[src/hw/imascr_consts.svh]
`ifndef IMASCR_CONSTS_SVH
`define IMASCR_CONSTS_SVH

// Register indices; byte address is four times the index
`define IMASCR_IDX_VER1 11'h400
`define IMASCR_IDX_VER2 11'h401
`define IMASCR_IDX_CFG 11'h402
`define IMASCR_IDX_STAT 11'h403
`define IMASCR_IDX_W 11
`define IMASCR_BYTE_SHIFT 2

// Configuration field positions and reset
`define IMASCR_CFG_RESET 8'h00
`define IMASCR_CFG_LINK_HI 7
`define IMASCR_CFG_LINK_LO 6
`define IMASCR_CFG_SRAM_HI 5
`define IMASCR_CFG_SRAM_LO 4
`define IMASCR_CFG_NSRAM 3
`define IMASCR_CFG_PORT_HI 2
`define IMASCR_CFG_PORT_LO 0

// PHY address limit: port count above two low ones
`define IMASCR_LIMIT_ONES 2'h3
`define IMASCR_LIMIT_RESET 5'h03

// Status bit positions
`define IMASCR_ST_TXA4 7
`define IMASCR_ST_RXA4 6
`define IMASCR_ST_WIDTH 4
`define IMASCR_ST_REFCLK 3
`define IMASCR_ST_TXPAR 2
`define IMASCR_ST_RXPAR 0

// Identification fields
`define IMASCR_ID_MEMBIT 3
`define IMASCR_ID_MEM_PRESENT 1'h1

// Delay buffer depths in milliseconds per size code
`define IMASCR_DEPTH_0 8'h19
`define IMASCR_DEPTH_1 8'h32
`define IMASCR_DEPTH_2 8'h64
`define IMASCR_DEPTH_3 8'hC8

// Reference clock activity window
`define IMASCR_CLK_PERIOD_NS 10
`define IMASCR_REFCLK_TIMEOUT_NS 2000
`define IMASCR_REFCLK_TIMEOUT_CYC \
  ((`IMASCR_REFCLK_TIMEOUT_NS + `IMASCR_CLK_PERIOD_NS - 1) / \
   `IMASCR_CLK_PERIOD_NS)

`endif

[src/hw/imascr_pkg.sv]
package imascr_pkg;

  typedef logic [7:0] imascr_byte_t;
  typedef logic [1:0] imascr_link_t;

  // Bus slave state
  typedef struct packed {
    logic ready;
    logic [31:0] rdata;
    logic slvErr;
  } imascr_apb_st_t;

  // Reference clock monitor state
  typedef struct packed {
    logic lastLevel;
    logic [15:0] idleCount;
    logic fault;
  } imascr_mon_st_t;

  // Register bank state
  typedef struct packed {
    logic [7:0] cfg;
    logic refClkErr;
    logic txParErr;
    logic rxParErr;
    logic [7:0] delayMs;
    logic [4:0] phyAddrLimit;
    logic phyAddrOk;
  } imascr_regs_st_t;

endpackage : imascr_pkg

[src/hw/imascr_reg_if.sv]
`timescale 1ns/10ps
`default_nettype none

// Access strobes between the bus slave and the register bank
interface imascr_reg_if #(parameter int AW = 16);
  logic commit;
  logic isWrite;
  logic [AW-1:0] addr;
  logic [7:0] wdata;
  logic wlane;
  logic [7:0] rdata;
  logic hit;
  logic [7:0] shown;

  modport slave (output commit, isWrite, addr, wdata, wlane, shown,
                 input rdata, hit);
  modport regs (input commit, isWrite, addr, wdata, wlane, shown,
                output rdata, hit);
endinterface : imascr_reg_if

`default_nettype wire

[src/hw/imascr_apb_slave.sv]
`timescale 1ns/10ps
`default_nettype none

module imascr_apb_slave #(
  parameter int AW = 16
) (
  input wire logic core_clk, // System clock
  input wire logic rstn, // Async reset, active low
  input wire logic psel, // APB select
  input wire logic penable, // APB access phase
  input wire logic pwrite, // APB direction
  input wire logic [AW-1:0] paddr, // APB byte address
  input wire logic [31:0] pwdata, // APB write data
  input wire logic [3:0] pstrb, // APB byte strobes
  output logic pready, // APB ready
  output logic [31:0] prdata, // APB read data
  output logic pslverr, // APB error
  imascr_reg_if.slave bus // To register bank
);
  import imascr_pkg::*;

  imascr_apb_st_t st;
  imascr_apb_st_t next_st;

  // Request fields pass straight through; commit only on the ready edge
  assign bus.commit = psel & penable & st.ready;
  assign bus.isWrite = pwrite;
  assign bus.addr = paddr;
  assign bus.wdata = pwdata[7:0];
  assign bus.wlane = pstrb[0];
  assign bus.shown = st.rdata[7:0];
  assign pready = st.ready;
  assign prdata = st.rdata;
  assign pslverr = st.slvErr;

  // One wait state: data captured, then answered on the next edge
  always_comb begin
    next_st = st;
    next_st.ready = psel & penable & ~st.ready;
    if (psel & penable & ~st.ready) begin
      next_st.slvErr = ~bus.hit;
      next_st.rdata = (bus.hit & ~pwrite) ? {24'h000000, bus.rdata}
                                          : 32'h00000000;
    end
  end

  always_ff @(posedge core_clk or negedge rstn) begin
    if (!rstn) begin
      st <= '0;
    end else begin
      st <= next_st;
    end
  end
endmodule : imascr_apb_slave

`default_nettype wire

[src/hw/imascr_refclk_mon.sv]
`timescale 1ns/10ps
`default_nettype none
`include "imascr_consts.svh"

module imascr_refclk_mon #(
  parameter int TIMEOUT = `IMASCR_REFCLK_TIMEOUT_CYC
) (
  input wire logic core_clk, // System clock
  input wire logic rstn, // Async reset, active low
  input wire logic refLevel, // Sampled reference clock level
  output logic fault // One-cycle pulse on a dead window
);
  import imascr_pkg::*;

  imascr_mon_st_t st;
  imascr_mon_st_t next_st;

  assign fault = st.fault;

  // A stuck input pulses once per window, so a read-cleared flag re-arms
  always_comb begin
    next_st = st;
    next_st.lastLevel = refLevel;
    next_st.fault = 1'b0;
    if (refLevel != st.lastLevel) begin
      next_st.idleCount = 16'h0000;
    end else if (st.idleCount == 16'(TIMEOUT - 1)) begin
      next_st.idleCount = 16'h0000;
      next_st.fault = 1'b1;
    end else begin
      next_st.idleCount = st.idleCount + 16'h0001;
    end
  end

  always_ff @(posedge core_clk or negedge rstn) begin
    if (!rstn) begin
      st <= '0;
    end else begin
      st <= next_st;
    end
  end
endmodule : imascr_refclk_mon

`default_nettype wire

[src/hw/imascr_top.sv]
// Design decision made here: the APB slave port.
`timescale 1ns/10ps
`default_nettype none
`include "imascr_consts.svh"

module imascr_top #(
  parameter int AW = 16,
  parameter logic [3:0] CORE_TYPE = 4'h1, // Arbitrary value
  parameter logic [2:0] MAJOR_VER = 3'h5, // Arbitrary value
  parameter logic [3:0] VER_CODE2 = 4'h6, // Arbitrary value
  parameter logic [3:0] VER_CODE3 = 4'h7, // Arbitrary value
  parameter int REFCLK_TIMEOUT = `IMASCR_REFCLK_TIMEOUT_CYC
) (
  input wire logic core_clk, // System clock, 100 MHz
  input wire logic rstn, // Async reset, active low
  input wire logic psel, // APB select
  input wire logic penable, // APB access phase
  input wire logic pwrite, // APB direction
  input wire logic [AW-1:0] paddr, // APB byte address
  input wire logic [31:0] pwdata, // APB write data
  input wire logic [3:0] pstrb, // APB byte strobes
  output logic pready, // APB ready
  output logic [31:0] prdata, // APB read data
  output logic pslverr, // APB error
  input wire logic reference_clock_in, // Reference clock, sampled
  input wire logic atm_tx_address_bit4, // Tx ATM address bit 4
  input wire logic atm_rx_address_bit4, // Rx ATM address bit 4
  input wire logic atmBusWide, // High when ATM bus is 16-bit
  input wire logic txAtmParityErr, // Tx ATM parity error pulse
  input wire logic rxPhyParityErr, // Rx PHY parity error pulse
  input wire logic [4:0] phyAddrProbe, // PHY address to qualify
  output imascr_pkg::imascr_link_t defaultLinkType, // Link type code
  output logic [1:0] sramSizeCode, // Delay SRAM size code
  output logic sramCount, // SRAM count bit
  output logic [2:0] portCount, // Port count field
  output logic [7:0] delayDepthMs, // Delay buffer depth, ms
  output logic [4:0] phyAddrLimit, // Highest valid PHY address
  output logic phyAddrValid // Probe address within range
);
  import imascr_pkg::*;

  imascr_reg_if #(.AW(AW)) bus ();

  imascr_regs_st_t st;
  imascr_regs_st_t next_st;
  logic refFault;
  logic [AW-1:0] idxFull;
  logic [`IMASCR_IDX_W-1:0] idx;
  logic aligned;
  logic inRange;
  logic [7:0] statusByte;
  logic [7:0] readByte;
  logic cfgWrite;
  logic statRead;

  // Bus handshake lives in its own slave
  imascr_apb_slave #(.AW(AW)) u_apb (
    .core_clk(core_clk),
    .rstn(rstn),
    .psel(psel),
    .penable(penable),
    .pwrite(pwrite),
    .paddr(paddr),
    .pwdata(pwdata),
    .pstrb(pstrb),
    .pready(pready),
    .prdata(prdata),
    .pslverr(pslverr),
    .bus(bus)
  );

  // Activity detector on the reference clock
  imascr_refclk_mon #(.TIMEOUT(REFCLK_TIMEOUT)) u_mon (
    .core_clk(core_clk),
    .rstn(rstn),
    .refLevel(reference_clock_in),
    .fault(refFault)
  );

  // Address decode: word aligned, index inside the four-register window
  assign idxFull = bus.addr >> `IMASCR_BYTE_SHIFT;
  assign idx = idxFull[`IMASCR_IDX_W-1:0];
  assign aligned = (bus.addr[1:0] == 2'h0);
  assign inRange = (idxFull == AW'(`IMASCR_IDX_VER1)) ||
                   (idxFull == AW'(`IMASCR_IDX_VER2)) ||
                   (idxFull == AW'(`IMASCR_IDX_CFG)) ||
                   (idxFull == AW'(`IMASCR_IDX_STAT));
  assign bus.hit = aligned & inRange;

  // Status byte; address and width bits follow the pins live
  always_comb begin
    statusByte = 8'h00;
    statusByte[`IMASCR_ST_TXA4] = atm_tx_address_bit4;
    statusByte[`IMASCR_ST_RXA4] = atm_rx_address_bit4;
    statusByte[`IMASCR_ST_WIDTH] = atmBusWide;
    statusByte[`IMASCR_ST_REFCLK] = st.refClkErr;
    statusByte[`IMASCR_ST_TXPAR] = st.txParErr;
    statusByte[`IMASCR_ST_RXPAR] = st.rxParErr;
  end

  // Read mux; the slave captures it one cycle before answering
  always_comb begin
    case (idx)
      `IMASCR_IDX_VER1: begin
        readByte = {CORE_TYPE, `IMASCR_ID_MEM_PRESENT,
                    MAJOR_VER};
      end
      `IMASCR_IDX_VER2: begin
        readByte = {VER_CODE2, VER_CODE3};
      end
      `IMASCR_IDX_CFG: begin
        readByte = st.cfg;
      end
      `IMASCR_IDX_STAT: begin
        readByte = statusByte;
      end
      default: begin
        readByte = 8'h00;
      end
    endcase
  end
  assign bus.rdata = readByte;

  // Only the configuration register accepts writes, lane 0 only
  assign cfgWrite = bus.commit & bus.isWrite & bus.hit & bus.wlane &
                    (idx == `IMASCR_IDX_CFG);
  assign statRead = bus.commit & ~bus.isWrite & bus.hit &
                    (idx == `IMASCR_IDX_STAT);

  // Register bank update
  always_comb begin
    next_st = st;
    if (cfgWrite) begin
      // Port count and SRAM count are stored as written; keeping them
      // legal on small variants is software's job
      next_st.cfg = bus.wdata;
    end
    // Read clears only the bits the reader saw; a new event wins
    if (statRead) begin
      next_st.refClkErr = st.refClkErr & ~bus.shown[`IMASCR_ST_REFCLK];
      next_st.txParErr = st.txParErr & ~bus.shown[`IMASCR_ST_TXPAR];
      next_st.rxParErr = st.rxParErr & ~bus.shown[`IMASCR_ST_RXPAR];
    end
    if (refFault) begin
      next_st.refClkErr = 1'b1;
    end
    if (txAtmParityErr) begin
      next_st.txParErr = 1'b1;
    end
    if (rxPhyParityErr) begin
      next_st.rxParErr = 1'b1;
    end
    // Buffer depth from size code, tracks the stored field
    case (st.cfg[`IMASCR_CFG_SRAM_HI:`IMASCR_CFG_SRAM_LO])
      2'h0: next_st.delayMs = `IMASCR_DEPTH_0;
      2'h1: next_st.delayMs = `IMASCR_DEPTH_1;
      2'h2: next_st.delayMs = `IMASCR_DEPTH_2;
      2'h3: next_st.delayMs = `IMASCR_DEPTH_3;
      default: next_st.delayMs = `IMASCR_DEPTH_0;
    endcase
    // Limit is 4(n+1)-1, i.e. n in the top bits and ones below
    next_st.phyAddrLimit = {st.cfg[`IMASCR_CFG_PORT_HI:`IMASCR_CFG_PORT_LO],
                            `IMASCR_LIMIT_ONES};
    next_st.phyAddrOk = (phyAddrProbe <= st.phyAddrLimit);
  end

  always_ff @(posedge core_clk or negedge rstn) begin
    if (!rstn) begin
      st.cfg <= `IMASCR_CFG_RESET;
      st.refClkErr <= 1'b0;
      st.txParErr <= 1'b0;
      st.rxParErr <= 1'b0;
      st.delayMs <= `IMASCR_DEPTH_0;
      st.phyAddrLimit <= `IMASCR_LIMIT_RESET;
      st.phyAddrOk <= 1'b0;
    end else begin
      st <= next_st;
    end
  end

  // Configuration fields leave straight from the register
  assign defaultLinkType =
    st.cfg[`IMASCR_CFG_LINK_HI:`IMASCR_CFG_LINK_LO];
  assign sramSizeCode = st.cfg[`IMASCR_CFG_SRAM_HI:`IMASCR_CFG_SRAM_LO];
  assign sramCount = st.cfg[`IMASCR_CFG_NSRAM];
  assign portCount = st.cfg[`IMASCR_CFG_PORT_HI:`IMASCR_CFG_PORT_LO];
  assign delayDepthMs = st.delayMs;
  assign phyAddrLimit = st.phyAddrLimit;
  assign phyAddrValid = st.phyAddrOk;
endmodule : imascr_top

`default_nettype wire

[config.mk]
export PLATFORM = sky130hd
export DESIGN_NAME = imascr_top
export DESIGN_NICKNAME = d
export VERILOG_FILES = /design/src/hw/imascr_pkg.sv /design/src/hw/imascr_reg_if.sv /design/src/hw/imascr_apb_slave.sv /design/src/hw/imascr_refclk_mon.sv /design/src/hw/imascr_top.sv
export VERILOG_INCLUDE_DIRS = /design/src /design/src/hw
export SDC_FILE = /design/constraint.sdc
export NUM_CORES = 1
export LEC_CHECK = 0
export BUFFER_PORTS_ARGS = -buffer_cell sky130_fd_sc_hd__buf_2
export CORE_ASPECT_RATIO = 1.75
export CORE_UTILIZATION = 53
export CTS_CLUSTER_SIZE = 25
export DETAILED_ROUTE_END_ITERATION = 12
export HOLD_SLACK_MARGIN = 0.1
export PLACE_DENSITY = 0.95
export SYNTH_ARGS = -nofsm -noshare
export SYNTH_HDL_FRONTEND = slang
export SYNTH_HIERARCHICAL = 1
export SYNTH_SLANG_ARGS = --single-unit
[constraint.sdc]
create_clock -name core_clk -period 3.72 [get_ports core_clk]
set_clock_uncertainty 0.2 [all_clocks]
set_input_delay 0.744 -clock core_clk [delete_from_list [all_inputs] [get_ports core_clk]]
set_output_delay 0.744 -clock core_clk [all_outputs]
set_load 0.01 [all_outputs]
==> flow_summary.ini <==
[run_status]
outcome = finished clean

[cts]
clkSinkCount = 51
buffers_from_clock_root_to_sink_at_most = 2
h_tree_depth = 2
cts_tree = yes
post_cts.repair.setup_buffers = 0
cts_root_buffer = sky130_fd_sc_hd__clkbuf_8
tritoncts_buffers = 5
postCtsResizedCells = 0
clkSlewWorstSetupHoldPaths_ns = 0.09
worstSkewPairLatency_ns = 0.31
holdBufCountCts = 0

[placement]
place_area_um2 = 2990
hpwl_um = 4090
port_buffers = 70
placer_s_final_routability_congestion_estimate = 0.833

[synthesis]
synth_largest_type_area_fraction_pct = 39.2
synth_top_cells_by_count = sky130_fd_sc_hd__buf_4, sky130_fd_sc_hd__dfrtp_1, sky130_fd_sc_hd__nor2_1
synth_most_common_cell = sky130_fd_sc_hd__buf_4
largest_cells_by_area_after_synthesis = sky130_fd_sc_hd__dfrtp_1, sky130_fd_sc_hd__buf_4, sky130_fd_sc_hd__mux2_4
synth_compound_area_share_pct = 3.18
synth-seq-cells = 51
post_synth_mux_area_share_pct = 8.16
synth_fa_ha_area_share_pct = 3.26
number_of_distinct_library_cells_after_synthesis = 42
xor_xnor_cell_area_share_of_the_yosys_netlist_pct = 4.28
ys_async_sr_fraction_pct = 100
synth_top_family_by_area = buffers and inverters
synthSimpleGateAreaFrac_pct = 17.5
syn-instance-count = 292
synth.avg_cell_area_um2 = 10.5
yosys_warnings = 6
synth_ff_type = sky130_fd_sc_hd__dfrtp_1
count_of_flip_flops_with_a_built_in_enable_after_synthesis = 0
synth.largest_area_cell = sky130_fd_sc_hd__dfrtp_1
synthesis.area_um2 = 3070
synth_sequential_area_ratio_pct = 41.7

[hold_path]
hold_path_depth = 0
hold_path_end = phyAddrLimit[4]
hold_path_class = reg2reg
hold_wc_startpoint = portCount[2]

[pwr]
power_frac_comb_pct = 9.1
power.share.sequential_pct = 58.3
cellInternalPower_uw = 726
power.clock.fraction_pct = 32.6
power.static_leakage_uw = 0.00161
vdd_ir_drop_max_v = 0.000189
netSwitchingPower_uw = 250
power.density_cell_area_nw_per_um2 = 317
net_switching_fraction_of_the_power_pct = 25.7

[setup_path]
worstPathMaxFanout = 10
worst_setup_path_startpoint = paddr[5]
critical_path.n_buffers_inverters = 1
worstPathArrival_ns = 2.33
worst_ep_required_time_ns = 3.72
reg2reg_to = u_mon/st[14]
cpMaxStageDelayCell = sky130_fd_sc_hd__nor3_4
crit_chain = buf_2 > nor3_1 > nand4b_4 > nor3_4 > mux2_2
worst-path-stages = 5
regToRegStartpoint = u_mon/st[1]
end_kind = register
reg2regPathDepth = 5
critical-path-top-delay-family = simple AND/OR/NAND/NOR gates
startpoint_type = input pin
rrSetupSlack_ns = 1.70
cp_slowest_stage_delay_ns = 0.46
ws_path_type = in2reg

[drt]
initialDrtViolationCount = 50
post-route-drc-count = 0
pre_antenna_drt_iters = 4
wire_per_inst_um = 13.7
antenna_violating_nets_post_route = 0
viasPerCell = 5.04
routed_wl_um = 5330
via_count = 1956

[sta]
setup-violations-final = 0
setup_total_negative_slack_ns = 0
worst_slew_pin_slew_ns = 0.904
hold_fails_final_rpt = 0
relSlewSlack_pct = 39.8
maxClockFrequency_mhz = 429
final-max-slew-violation-count = 0
grt_setup_unrepaired = false
final.min_clock_period_ns = 2.33
layout_worst_path_cycle_share_pct = 62.7

[grt]
gr-usage-all-layers_pct = 19.5
first_global_vias = 1885
grt_first_pass_wirelength_um = 8690
overflow = 0
grt_start_max_net_pins = 42
antenna_found_initial = 0

[floorplan]
dieArea_um2 = 6110
die_height_um = 103
dieWidth_um = 59.5
top_level_port_count = 124
initial_core_util_pct = 54.9
standard_cell_core_area_um2 = 5590
cell_rows = 36

[final_layout]
antenna_cells = 0
finish.instance_area_um2 = 3080
area_growth_pct = 0.449
layout-drive-gt1-share_pct = 34.6
finish.net_count = 387

[flow_run]
timing.max_cap.violations = 0
## state kept, by name, summed over array words and instances (netlist names), 2 cells and up
name	count
st	3
defaultLinkType	2
u_apb/prdata	8
phyAddrLimit	3
delayDepthMs	8
u_mon/st	17
portCount	3
sramSizeCode	2
## area by class of cell
type / count / area (um2)
Clock inverter: 3 / 20.0
Inverter: 12 / 45.0
Tap cell: 76 / 95.1
Clock buffer: 5 / 68.8
Fill cell: 504 / 2500
Timing Repair Buffer: 71 / 358
Sequential cell: 51 / 1280
Multi-Input combinational cell: 170 / 1210
## cells in the final DEF, fill, tap and decap left out, types with 3 or more instances in the layout
| master | count |
|---|---|
| sky130_fd_sc_hd__nor4_1 | 6 |
| sky130_fd_sc_hd__dfrtp_1 | 48 |
| sky130_fd_sc_hd__mux2_4 | 8 |
| sky130_fd_sc_hd__nand4_1 | 8 |
| sky130_fd_sc_hd__clkbuf_8 | 5 |
| sky130_fd_sc_hd__nand2_1 | 7 |
| sky130_fd_sc_hd__inv_1 | 12 |
| sky130_fd_sc_hd__and3b_1 | 9 |
| sky130_fd_sc_hd__ha_1 | 8 |
| sky130_fd_sc_hd__dfstp_2 | 3 |
| sky130_fd_sc_hd__xnor2_1 | 8 |
| sky130_fd_sc_hd__conb_1 | 26 |
| sky130_fd_sc_hd__nor3_1 | 4 |
| sky130_fd_sc_hd__a31oi_1 | 4 |
| sky130_fd_sc_hd__nor2b_1 | 3 |
| sky130_fd_sc_hd__mux2_2 | 8 |
| sky130_fd_sc_hd__and3_1 | 3 |
| sky130_fd_sc_hd__nor2_1 | 23 |
| sky130_fd_sc_hd__nand3_1 | 7 |
| sky130_fd_sc_hd__mux2i_1 | 4 |
| sky130_fd_sc_hd__a21oi_1 | 9 |
| sky130_fd_sc_hd__xor2_1 | 7 |
| sky130_fd_sc_hd__buf_2 | 70 |
## kinds of logic after synthesis
| logic type | after synthesis |
|---|---|
| xor+xnor | 15 |
| compound gates | 17 |
| fa+ha+maj | 8 |
| buf+inv | 95 |
| simple gates | 84 |
| other cells | 2 |
| mux | 20 |
| flops | 51 |
## power groups by stage
stage | Sequential, uW | Clock (uW) | Combinational (uW)
final | 569 | 318 | 89.1
after detailed placement | 580 | 0 | 89.6
after global placement | 580 | 0 | 86.7
after floorplan | 579 | 0 | 88.7
after global routing | 570 | 354 | 101
after CTS | 569 | 334 | 90.0
## how the worst max path moves through the flow
| stage | endpoint |
|---|---|
| 2_1_floorplan | defaultLinkType[0] |
| 3_3_place_gp | defaultLinkType[0] |
| 3_5_place_dp | sramSizeCode[1] |
| 4_1_cts | sramSizeCode[1] |
| 5_1_grt | sramSizeCode[1] |
| 6_report | sramSizeCode[1] |
## through the flow
stage	hold slack [ns]	utilization (%)	worst slack (ns)	power, uW	cells
6_report	0.251	55.2	1.39	976	388
2_1_floorplan	0.191	-	1.25	668	316
5_1_grt	0.286	55.2	1.31	1030	388
4_1_cts	0.264	55.2	1.38	993	388
3_3_place_gp	0.259	53.6	1.10	666	380
3_5_place_dp	0.237	53.6	1.04	670	380
## metal layers
layer  part of all wire, %  vias up  GRT usage, %
met3                   5.6       17          3.76
met2                    53      109          33.4
met5                     0        -             0
li1                      -      916             -
met4                   4.7        0          14.0
met1                    36      914          21.1
Note: power is estimated with default switching activity, not from simulation.
